## src/verilog/scan_output_defs.svh

```systemverilog
// constant definitions for the scan output sequencer
`ifndef SCAN_OUTPUT_DEFS_SVH
`define SCAN_OUTPUT_DEFS_SVH

`define SOS_ADDR_W 5
`define SOS_WORD_W 10
`define SOS_ZERO_ADDR 5'h00
`define SOS_ZERO_WORD 10'h000
`define SOS_EVEN_MASK 5'h1e

`endif

```

## src/verilog/scan_output_pkg.sv

```systemverilog
// types shared by the scan output sequencer
package scan_output_pkg;

    // sequencer states, one-hot, each tagged with the counter value it stands for
    typedef enum logic [9:0] {
        ST_IDLE   = 10'h001, // state 0
        ST_ARM    = 10'h002, // state 1
        ST_AREA   = 10'h004, // state 4
        ST_XPRES  = 10'h008, // state 5
        ST_XWAIT  = 10'h010, // state 5 waiting for acceptance
        ST_CHECK  = 10'h020, // state 6
        ST_REL    = 10'h040, // state 7
        ST_YPRES  = 10'h080, // state 8
        ST_YSTEP  = 10'h100, // state 9
        ST_YWAIT  = 10'h200  // states 10 and 12
    } seq_state_t;

    // word presented to data memory
    typedef struct packed {
        logic vertical_select;
        logic [9:0] value;
    } out_word_t;

    // per-half cache addressing status
    typedef struct packed {
        logic [4:0] addr;
        logic [4:0] latched;
    } cache_addr_t;

endpackage

```

## src/verilog/scan_output_sequencer.sv

```systemverilog
// output sequencer that unloads one horizontal and its vertical words
// What this block does
// RL1: held in state 0 while digitize is inactive
// RL2: state 0 reloads until reset vertical counter request, then goes to 1
// RL3: state 1 jumps unconditionally to state 4
// RL4: state 4 returns to 0 unless data came from digital area
// RL5: state 5 raises registered word ready forming horizontal word ready
// RL6: horizontal phase drives vertical select low, routing horizontal count
// RL7: after presenting, wait for accepted; processor asserts then releases it
// RL8: state 6 checks cache empty; if empty wait release then state 0
// RL9: count latched and address counters cleared before vertical readout
// RL10: address below latch low at once if none stored, else until equal
// RL11: read pulse increments output half address, equality drops the flag
// RL12: cache empty uses the output half flag chosen by input select
// RL13: comparator ignores count lsb, so only even counts are read
// RL14: state 7 confirms release; state 8 raises ready and load word
// RL15: load word captures the output half word onto the output path
// RL16: state 9 produces read pulse advancing output half address
// RL17: state 10 waits accept; last word returns to 0, else 12 repeats
// RL18: processor counts horizontal words and ends digitize after wrap
// RL19: input select high makes half one input and half two output
// RL20: all outputs registered, transitions only on the sequencer clock
`timescale 1ns/1ps
`default_nettype none
`include "scan_output_defs.svh"

module scan_output_sequencer #(
    parameter int ADDR_W = `SOS_ADDR_W,
    parameter int WORD_W = `SOS_WORD_W
) (
    input wire logic ref_clk,
    input wire logic rst_n,
    input wire logic digitize_active,
    input wire logic reset_vertical_counter_req,
    input wire logic from_digital_area,
    input wire logic word_accepted,
    input wire logic half_one_input_select,
    input wire logic latch_cache_count,
    input wire logic clear_cache_counters,
    input wire logic [WORD_W-1:0] horizontal_count,
    input wire logic [WORD_W-1:0] half_one_word,
    input wire logic [WORD_W-1:0] half_two_word,
    input wire logic [ADDR_W-1:0] half_one_fill,
    input wire logic [ADDR_W-1:0] half_two_fill,
    output logic word_ready,
    output logic horizontal_word_ready,
    output logic vertical_word_ready,
    output logic vertical_select,
    output logic load_cache_word,
    output logic read_out_cache,
    output logic out_cache_empty,
    output logic [ADDR_W-1:0] half_one_addr,
    output logic [ADDR_W-1:0] half_two_addr,
    output logic [WORD_W-1:0] out_word
);

    // comparator ignoring the lsb of the latched count
    function automatic logic addr_below(input logic [ADDR_W-1:0] a,
                                        input logic [ADDR_W-1:0] l);
        logic [ADDR_W-1:0] m;
        m = l & ADDR_W'(`SOS_EVEN_MASK);
        addr_below = (a < m); // [RL10] [RL13]
    endfunction

    scan_output_pkg::seq_state_t state_r;
    logic [ADDR_W-1:0] latch_one_r;
    logic [ADDR_W-1:0] latch_two_r;
    logic [ADDR_W-1:0] addr_one_r;
    logic [ADDR_W-1:0] addr_two_r;
    logic horiz_phase_r;
    logic load_r;
    logic below_one;
    logic below_two;
    logic empty_now;

    // half two is output while select high, half one while low
    assign below_one = addr_below(addr_one_r, latch_one_r);
    assign below_two = addr_below(addr_two_r, latch_two_r);
    assign empty_now = half_one_input_select ? !below_two
                                             : !below_one; // [RL12] [RL19]

    // count latch and address counters, managed by the cache machines
    always_ff @(posedge ref_clk) begin
        if (!rst_n) begin
            latch_one_r <= `SOS_ZERO_ADDR;
            latch_two_r <= `SOS_ZERO_ADDR;
            addr_one_r <= `SOS_ZERO_ADDR;
            addr_two_r <= `SOS_ZERO_ADDR;
        end else begin
            if (latch_cache_count) begin
                latch_one_r <= half_one_fill; // [RL9]
                latch_two_r <= half_two_fill;
            end
            if (clear_cache_counters) begin
                addr_one_r <= `SOS_ZERO_ADDR; // [RL9]
                addr_two_r <= `SOS_ZERO_ADDR;
            end else if (state_r == scan_output_pkg::ST_YSTEP) begin
                // only the half in output mode steps; saturates at the top
                if (half_one_input_select) begin
                    if (addr_two_r != '1)
                        addr_two_r <= addr_two_r + 1'b1; // [RL11] [RL16]
                end else if (addr_one_r != '1) begin
                    addr_one_r <= addr_one_r + 1'b1; // [RL11] [RL16]
                end
            end
        end
    end

    // sequencer state walk
    always_ff @(posedge ref_clk) begin
        if (!rst_n || !digitize_active) begin
            state_r <= scan_output_pkg::ST_IDLE; // [RL1]
        end else begin
            case (state_r)
                scan_output_pkg::ST_IDLE: begin
                    if (reset_vertical_counter_req)
                        state_r <= scan_output_pkg::ST_ARM; // [RL2]
                end
                scan_output_pkg::ST_ARM: begin
                    state_r <= scan_output_pkg::ST_AREA; // [RL3]
                end
                scan_output_pkg::ST_AREA: begin
                    if (from_digital_area)
                        state_r <= scan_output_pkg::ST_XPRES;
                    else
                        state_r <= scan_output_pkg::ST_IDLE; // [RL4]
                end
                scan_output_pkg::ST_XPRES: begin
                    state_r <= scan_output_pkg::ST_XWAIT;
                end
                scan_output_pkg::ST_XWAIT: begin
                    if (word_accepted)
                        state_r <= scan_output_pkg::ST_CHECK; // [RL7]
                end
                scan_output_pkg::ST_CHECK: begin
                    // empty: wait for release, then back to idle
                    if (empty_now) begin
                        if (!word_accepted)
                            state_r <= scan_output_pkg::ST_IDLE; // [RL8]
                    end else begin
                        state_r <= scan_output_pkg::ST_REL; // [RL8]
                    end
                end
                scan_output_pkg::ST_REL: begin
                    if (!word_accepted)
                        state_r <= scan_output_pkg::ST_YPRES; // [RL14]
                end
                scan_output_pkg::ST_YPRES: begin
                    state_r <= scan_output_pkg::ST_YSTEP; // [RL14]
                end
                scan_output_pkg::ST_YSTEP: begin
                    state_r <= scan_output_pkg::ST_YWAIT; // [RL16]
                end
                scan_output_pkg::ST_YWAIT: begin
                    // accepted: back to the empty check, which ends the scan after the last word
                    if (word_accepted)
                        state_r <= scan_output_pkg::ST_CHECK; // [RL17]
                end
                default: state_r <= scan_output_pkg::ST_IDLE;
            endcase
        end
    end

    // horizontal phase and load strobe, registered
    always_ff @(posedge ref_clk) begin
        if (!rst_n || !digitize_active) begin
            horiz_phase_r <= 1'b0;
            load_r <= 1'b0;
        end else begin
            if (state_r == scan_output_pkg::ST_AREA)
                horiz_phase_r <= 1'b1; // [RL6]
            else if (state_r == scan_output_pkg::ST_REL)
                horiz_phase_r <= 1'b0;
            load_r <= (state_r == scan_output_pkg::ST_REL) &&
                      !word_accepted; // [RL14]
        end
    end

    // handshake outputs; ready holds until the processor accepts or digitize drops
    always_ff @(posedge ref_clk) begin
        if (!rst_n) begin
            word_ready <= 1'b0;
            horizontal_word_ready <= 1'b0;
            vertical_word_ready <= 1'b0;
            vertical_select <= 1'b1;
            load_cache_word <= 1'b0;
            read_out_cache <= 1'b0;
            out_cache_empty <= 1'b1;
            out_word <= `SOS_ZERO_WORD;
        end else begin
            if (state_r == scan_output_pkg::ST_XPRES) begin
                word_ready <= 1'b1; // [RL5]
                horizontal_word_ready <= 1'b1; // [RL5]
            end else if (state_r == scan_output_pkg::ST_YPRES) begin
                word_ready <= 1'b1; // [RL14]
                vertical_word_ready <= 1'b1; // [RL14]
            end else if (word_accepted || !digitize_active) begin
                word_ready <= 1'b0; // [RL7]
                horizontal_word_ready <= 1'b0;
                vertical_word_ready <= 1'b0;
            end
            vertical_select <= !horiz_phase_r; // [RL6]
            load_cache_word <= load_r; // [RL20]
            read_out_cache <= (state_r == scan_output_pkg::ST_YSTEP); // [RL16]
            out_cache_empty <= empty_now; // [RL12]
            // horizontal count while in horizontal phase, else cache word on the load strobe
            if (horiz_phase_r)
                out_word <= horizontal_count; // [RL6]
            else if (load_r)
                out_word <= half_one_input_select ? half_two_word
                                                  : half_one_word; // [RL15]
        end
    end

    assign half_one_addr = addr_one_r;
    assign half_two_addr = addr_two_r;

    // assertions
    idle_hold_a: assert property (@(posedge ref_clk) disable iff (!rst_n)
        !digitize_active |=> state_r == scan_output_pkg::ST_IDLE) // [RL1]
        else $error("sequencer left idle without digitize");
    arm_jump_a: assert property (@(posedge ref_clk) disable iff (!rst_n)
        state_r == scan_output_pkg::ST_ARM && digitize_active
        |=> state_r == scan_output_pkg::ST_AREA) // [RL3]
        else $error("state 1 did not jump to state 4");
    area_back_a: assert property (@(posedge ref_clk) disable iff (!rst_n)
        state_r == scan_output_pkg::ST_AREA && !from_digital_area
        |=> state_r == scan_output_pkg::ST_IDLE) // [RL4]
        else $error("non digital area did not return to idle");
    x_ready_a: assert property (@(posedge ref_clk) disable iff (!rst_n)
        state_r == scan_output_pkg::ST_XPRES && digitize_active
        |=> horizontal_word_ready && word_ready) // [RL5]
        else $error("horizontal ready not raised");
    x_select_a: assert property (@(posedge ref_clk) disable iff (!rst_n)
        horizontal_word_ready |-> !vertical_select) // [RL6]
        else $error("vertical select high during horizontal word");
    idle_wait_a: assert property (@(posedge ref_clk) disable iff (!rst_n)
        state_r == scan_output_pkg::ST_IDLE && !reset_vertical_counter_req
        |=> state_r == scan_output_pkg::ST_IDLE) // [RL2]
        else $error("idle advanced without request");
    y_ready_a: assert property (@(posedge ref_clk) disable iff (!rst_n)
        state_r == scan_output_pkg::ST_YPRES && digitize_active
        |=> vertical_word_ready && load_cache_word) // [RL14]
        else $error("vertical ready or load missing");
    read_pulse_a: assert property (@(posedge ref_clk) disable iff (!rst_n)
        read_out_cache |=> !read_out_cache) // [RL16]
        else $error("read pulse longer than one cycle");

    // horizontal word handshake

    // presenting lasts exactly one state before the wait
    x_step_a: assert property (@(posedge ref_clk) disable iff (!rst_n)
        state_r == scan_output_pkg::ST_XPRES && digitize_active
        |=> state_r == scan_output_pkg::ST_XWAIT) // [RL5]
        else $error("horizontal present did not move to wait");

    // no progress until the processor has stored the word
    x_wait_a: assert property (@(posedge ref_clk) disable iff (!rst_n)
        state_r == scan_output_pkg::ST_XWAIT && !word_accepted &&
        digitize_active |=> state_r == scan_output_pkg::ST_XWAIT) // [RL7]
        else $error("horizontal wait left without acceptance");

    // ready must not drop before acceptance, or a word is lost
    ready_hold_a: assert property (@(posedge ref_clk) disable iff (!rst_n)
        word_ready && !word_accepted && digitize_active
        |=> word_ready) // [RL7]
        else $error("word ready dropped before acceptance");

    // empty decision after each word

    // empty cache ends the scan once acceptance is released
    check_end_a: assert property (@(posedge ref_clk) disable iff (!rst_n)
        state_r == scan_output_pkg::ST_CHECK && empty_now &&
        !word_accepted && digitize_active
        |=> state_r == scan_output_pkg::ST_IDLE) // [RL8]
        else $error("empty cache did not end the scan");

    // words left in the cache start vertical readout
    check_go_a: assert property (@(posedge ref_clk) disable iff (!rst_n)
        state_r == scan_output_pkg::ST_CHECK && !empty_now &&
        digitize_active |=> state_r == scan_output_pkg::ST_REL) // [RL8]
        else $error("cache with words did not start readout");

    // a held acceptance keeps the next word back
    rel_wait_a: assert property (@(posedge ref_clk) disable iff (!rst_n)
        state_r == scan_output_pkg::ST_REL && word_accepted &&
        digitize_active |=> state_r == scan_output_pkg::ST_REL) // [RL14]
        else $error("next word presented before release");

    // no stored pair means empty at once, odd last value ignored
    none_stored_a: assert property (@(posedge ref_clk) disable iff (!rst_n)
        !half_one_input_select &&
        (latch_one_r & ADDR_W'(`SOS_EVEN_MASK)) == `SOS_ZERO_ADDR
        |-> empty_now) // [RL10] [RL13]
        else $error("empty not reported with nothing stored");

    // vertical words

    // vertical word goes out with the select high
    y_select_a: assert property (@(posedge ref_clk) disable iff (!rst_n)
        vertical_word_ready |-> vertical_select) // [RL6]
        else $error("vertical select low during vertical word");

    // load strobe is a single cycle
    load_pulse_a: assert property (@(posedge ref_clk) disable iff (!rst_n)
        load_cache_word |=> !load_cache_word) // [RL14]
        else $error("load strobe longer than one cycle");

    // registered load strobe leads to the read pulse
    load_read_a: assert property (@(posedge ref_clk) disable iff (!rst_n)
        state_r == scan_output_pkg::ST_YSTEP
        |-> load_cache_word ##1 read_out_cache) // [RL16]
        else $error("read pulse did not follow load strobe");

    // acceptance of a vertical word leads back to the empty check
    y_wait_a: assert property (@(posedge ref_clk) disable iff (!rst_n)
        state_r == scan_output_pkg::ST_YWAIT && word_accepted &&
        digitize_active |=> state_r == scan_output_pkg::ST_CHECK) // [RL17]
        else $error("vertical acceptance did not reach check");

    // cache addressing

    // half two steps while it is the output half
    step_two_a: assert property (@(posedge ref_clk) disable iff (!rst_n)
        state_r == scan_output_pkg::ST_YSTEP && half_one_input_select &&
        !clear_cache_counters && addr_two_r != '1
        |=> addr_two_r == ADDR_W'($past(addr_two_r) + 1'b1)) // [RL11]
        else $error("half two address did not step");

    // half one steps while it is the output half
    step_one_a: assert property (@(posedge ref_clk) disable iff (!rst_n)
        state_r == scan_output_pkg::ST_YSTEP && !half_one_input_select &&
        !clear_cache_counters && addr_one_r != '1
        |=> addr_one_r == ADDR_W'($past(addr_one_r) + 1'b1)) // [RL19]
        else $error("half one address did not step");

    // clear brings both halves back to address zero
    clear_addr_a: assert property (@(posedge ref_clk) disable iff (!rst_n)
        clear_cache_counters |=> addr_one_r == `SOS_ZERO_ADDR &&
        addr_two_r == `SOS_ZERO_ADDR) // [RL9]
        else $error("address counters not cleared");

    // latch captures both halves' fill counts one cycle after latch_cache_count
    latch_count_a: assert property (@(posedge ref_clk) disable iff (!rst_n)
        latch_cache_count |=> latch_one_r == $past(half_one_fill) &&
        latch_two_r == $past(half_two_fill)) // [RL9]
        else $error("fill count not latched");

    // main scenarios
    cover_x: cover property (@(posedge ref_clk) horizontal_word_ready);
    cover_y: cover property (@(posedge ref_clk) vertical_word_ready);
    cover_empty: cover property (@(posedge ref_clk)
        state_r == scan_output_pkg::ST_CHECK && empty_now);
    cover_outside: cover property (@(posedge ref_clk)
        state_r == scan_output_pkg::ST_AREA && !from_digital_area);
    cover_loop: cover property (@(posedge ref_clk)
        state_r == scan_output_pkg::ST_YWAIT && word_accepted);

endmodule
`default_nettype wire

```

## config.mk

```make
export PLATFORM = sky130hd
export DESIGN_NAME = scan_output_sequencer
export DESIGN_NICKNAME = d
export VERILOG_FILES = /design/src/verilog/scan_output_pkg.sv /design/src/verilog/scan_output_sequencer.sv
export VERILOG_INCLUDE_DIRS = /design/src /design/src/verilog
export SDC_FILE = /design/constraint.sdc
export NUM_CORES = 1
export LEC_CHECK = 0
export ABC_AREA = 0
export BUFFER_PORTS_ARGS = -buffer_cell sky130_fd_sc_hd__buf_2
export CAP_MARGIN = 20
export CORE_ASPECT_RATIO = 1.25
export CORE_UTILIZATION = 50
export CTS_CLUSTER_SIZE = 16
export DETAILED_ROUTE_END_ITERATION = 10
export GPL_TIMING_DRIVEN = 0
export PLACE_DENSITY = 0.76
export SYNTH_ARGS = -nofsm -noshare
export SYNTH_HDL_FRONTEND = slang
export SYNTH_SLANG_ARGS = --single-unit
export TNS_END_PERCENT = 10
```

## constraint.sdc

```tcl
create_clock -name ref_clk -period 2.7 [get_ports ref_clk]
set_clock_uncertainty 0.15 [all_clocks]
set_input_delay 0.27 -clock ref_clk [delete_from_list [all_inputs] [get_ports ref_clk]]
set_output_delay 0.27 -clock ref_clk [all_outputs]
set_load 0.03 [all_outputs]
```

==> impl_metrics.ini <==
[outcome]
status = finished clean

[route]
detail_route.wl_per_cell_um = 13.0
drtIter0Drc = 111
postRouteAntennaNets = 0
vias = 2106
drc = 0
via_per_inst = 5.24
wirelength_mm = 5.21
dr.pass1.iters = 4

[synthesis]
avgSynthCellArea_um2 = 8.91
synthSimpleGateAreaFrac_pct = 24.9
syn_area_um2 = 2350
synth-seq-cells = 47
synth_fa_ha_area_share_pct = 5.32
netlist.area_leader.share_pct = 40.0
synth_area_leader_cell = dfxtp_1
syn_inst = 264
synth-edff-count = 0
syn-num-nets = 323
synth-xor-area-share_pct = 3.35
ys_async_sr_fraction_pct = 0
ys.warnings.count = 0
ys.flop_type = dfxtp_1
synth_commonest_cells = 49 x nor2_1, 47 x dfxtp_1, 22 x mux2i_1
yosysMostFrequentCell = nor2_1
synth-compound-area-share_pct = 12.8
synth_cell_type_count = 40
synth_area_leaders = dfxtp_1 40%, mux2i_1 9.4%, nor2_1 7.8%, ha_1 5.3%, a21oi_1 4.3%
ys_seq_area_share_pct = 40.0
synth_top_family_by_area = simple AND/OR/NAND/NOR gates
yosys-mux-area-fraction_pct = 9.36

[die]
num_rows = 27
start_util_pct = 52.8
dieWidth_um = 63.4
io-pin-count = 76
die-area_um2 = 4990
die_h_um = 78.7
core_um2 = 4460

[job]
cap_violations = 0

[placed_design]
dp.cells = 394
globalplace.congestion = 0.884
dp_slack_ps = 555
place_area_um2 = 2790
io_buffers = 72
hpwl_mm = 4.04

[power]
p_clk_share_pct = 35.3
combPwrFrac_pct = 9.3
p_total_mw = 1.28
ir_drop_uv = 295
power.density_nw_per_um2 = 443
netSwitchingPower_mw = 0.311
swShare_pct = 24.3
p_int_mw = 0.968
p_seq_share_pct = 55.4
p_leak_nw = 1.25

[cts]
clkTransAtPathRegs_ps = 90
cts_tree = yes
cts_setup_buffers = 0
clk_path_buf_depth = 2
cts-buffers-inserted = 5
cts_sinks = 47
cts_resized = 0
cts_root_buf = clkbuf_8
cts_hold_buf = 0
insertion_delay_ps = 300
htreeDepth = 2

[global_route]
antenna_found_initial = 0
gr-total-overflow = 0
grt_max_degree = 16
grt_pass1_vias = 1871
grt_pass1_wl_mm = 8.54
grt.total_usage_pct = 22.1

[sta]
max_freq_mhz = 467
finalCriticalPeriod_ps = 2140
finalMaxSlewViolations = 0
slew_headroom_pct = 64.2
min_period_over_period_pct = 79.3
finalHoldViolations = 0
worst_pin_slew_ps = 538
grt_setup_unrepaired = no
finalSetupViolations = 0
finalSetupTns_ps = 0
layout_setup_ws_ps = 559

[cells_and_area]
fin_cells = 402
final_nets = 402
drive_above_1_share_pct = 27.6
area_delta_synth_final_pct = 22.6
fillers = 417
final_cell_area_um2 = 2890
antennaDiodeCount = 0

[critical_path]
arrival_ps = 2180
end_kind = flop
rr_endpoint = half_two_addr[3]$_SDFFE_PP0P_
reg2reg_depth = 6
rrSetupSlack_ps = 560
slowest_delay_ps = 470
cp.required_ps = 2740
slowest_stage = nor4_1
cp_cell_sequence = nor4_1 > nand4_2 > nor3b_4 > nand4_1 > xor2_1 > nor2_1
crit_path_end = half_two_addr[3]$_SDFFE_PP0P_
critPathLaunch = state_r[0]$_SDFFE_PP1P_
startpoint_type = flop
crit_family = simple AND/OR/NAND/NOR gates
cp.depth = 6
r2r-start = state_r[0]$_SDFFE_PP1P_
crit_fanout = 6
timing.critical_path.buf_inv = 0
critPathKind = flop to flop

[worst_hold_path]
hp-class = input port to flop
-- cell families after synthesis --
family	Yosys count
buffers and inverters	24
XOR/XNOR	9
flip-flops	47
adder cells (fa/ha/maj)	10
multiplexers	22
AND/OR/NAND/NOR	104
AO/OA/AOI/OAI	48
-- worst reg2reg max path: stages, from the launching register on --
cell and delay (ps):
dfxtp_1 360, nor4_1 470, nand4_2 310, nor3b_4 380, nand4_1 150, xor2_1 150
nor2_1 50
-- power by group through the flow --
stage | logic, mW | registers (mW) | clock network (mW)
2_1_floorplan | 0.0634 | 0.726 | 0
3_3_place_gp | 0.116 | 0.725 | 0
3_5_place_dp | 0.119 | 0.725 | 0
4_1_cts | 0.119 | 0.709 | 0.467
5_1_grt | 0.131 | 0.710 | 0.495
6_report | 0.119 | 0.709 | 0.451
-- layout by cell type (no fill, tap or decap), types with 8 or more instances in the layout --
cell type,count
a211oi_1,11
a21oi_1,20
buf_2,75
clkbuf_1,8
dfxtp_1,47
ha_1,10
inv_1,10
mux2i_1,22
nand2_1,11
nor2_1,49
-- worst min path at each step --
stage | startpoint | end | cells past startpoint
finish | horizontal_count[4] | out_word[4]$_SDFFE_PN0P_ | 3
global route | horizontal_count[7] | out_word[7]$_SDFFE_PN0P_ | 3
CTS | horizontal_count[8] | out_word[8]$_SDFFE_PN0P_ | 3
detailed placement | vertical_word_ready$_SDFFE_PN0P_ | vertical_word_ready$_SDFFE_PN0P_ | 2
global placement | horizontal_word_ready$_SDFFE_PN0P_ | horizontal_word_ready$_SDFFE_PN0P_ | 2
floorplan | rst_n | out_cache_empty$_SDFF_PN1_ | 1
-- routing by layer --
layer / track usage [%] / vias up / part of all wire (%)
met5: 0 / - / 0
met4: 10.9 / 0 / 2.1
met3: 4.60 / 8 / 4.2
met2: 37.3 / 49 / 51
met1: 26.3 / 958 / 43
li1: - / 1091 / -
-- state kept, by name, summed over array words and instances, names as in the netlist, 4 cells and up --
name,flops
latch_one_r,4
state_r,10
latch_two_r,4
out_word,10
half_two_addr,5
half_one_addr,5
-- area by class of cell --
class	instances	area [µm²]	share of cell area [%]
repair buffers	72	360	12.5
well taps	58	72.6	2.52
clock buffers	6	82.6	2.86
flip-flops and latches	47	941	32.6
inverters	10	37.5	1.30
clock inverters	2	16.3	0.564
plain buffers	14	63.8	2.21
multi-input cells	193	1310	45.4
-- per-stage QoR --
stage               hold WS (ps)  util [%]
global placement             319      62.5
floorplan                    182         -
finish                      46.8      64.7
detailed placement           327      62.5
CTS                         36.8      64.7
global route                43.6      64.7
No activity file was read; power rests on OpenSTA's default activity.
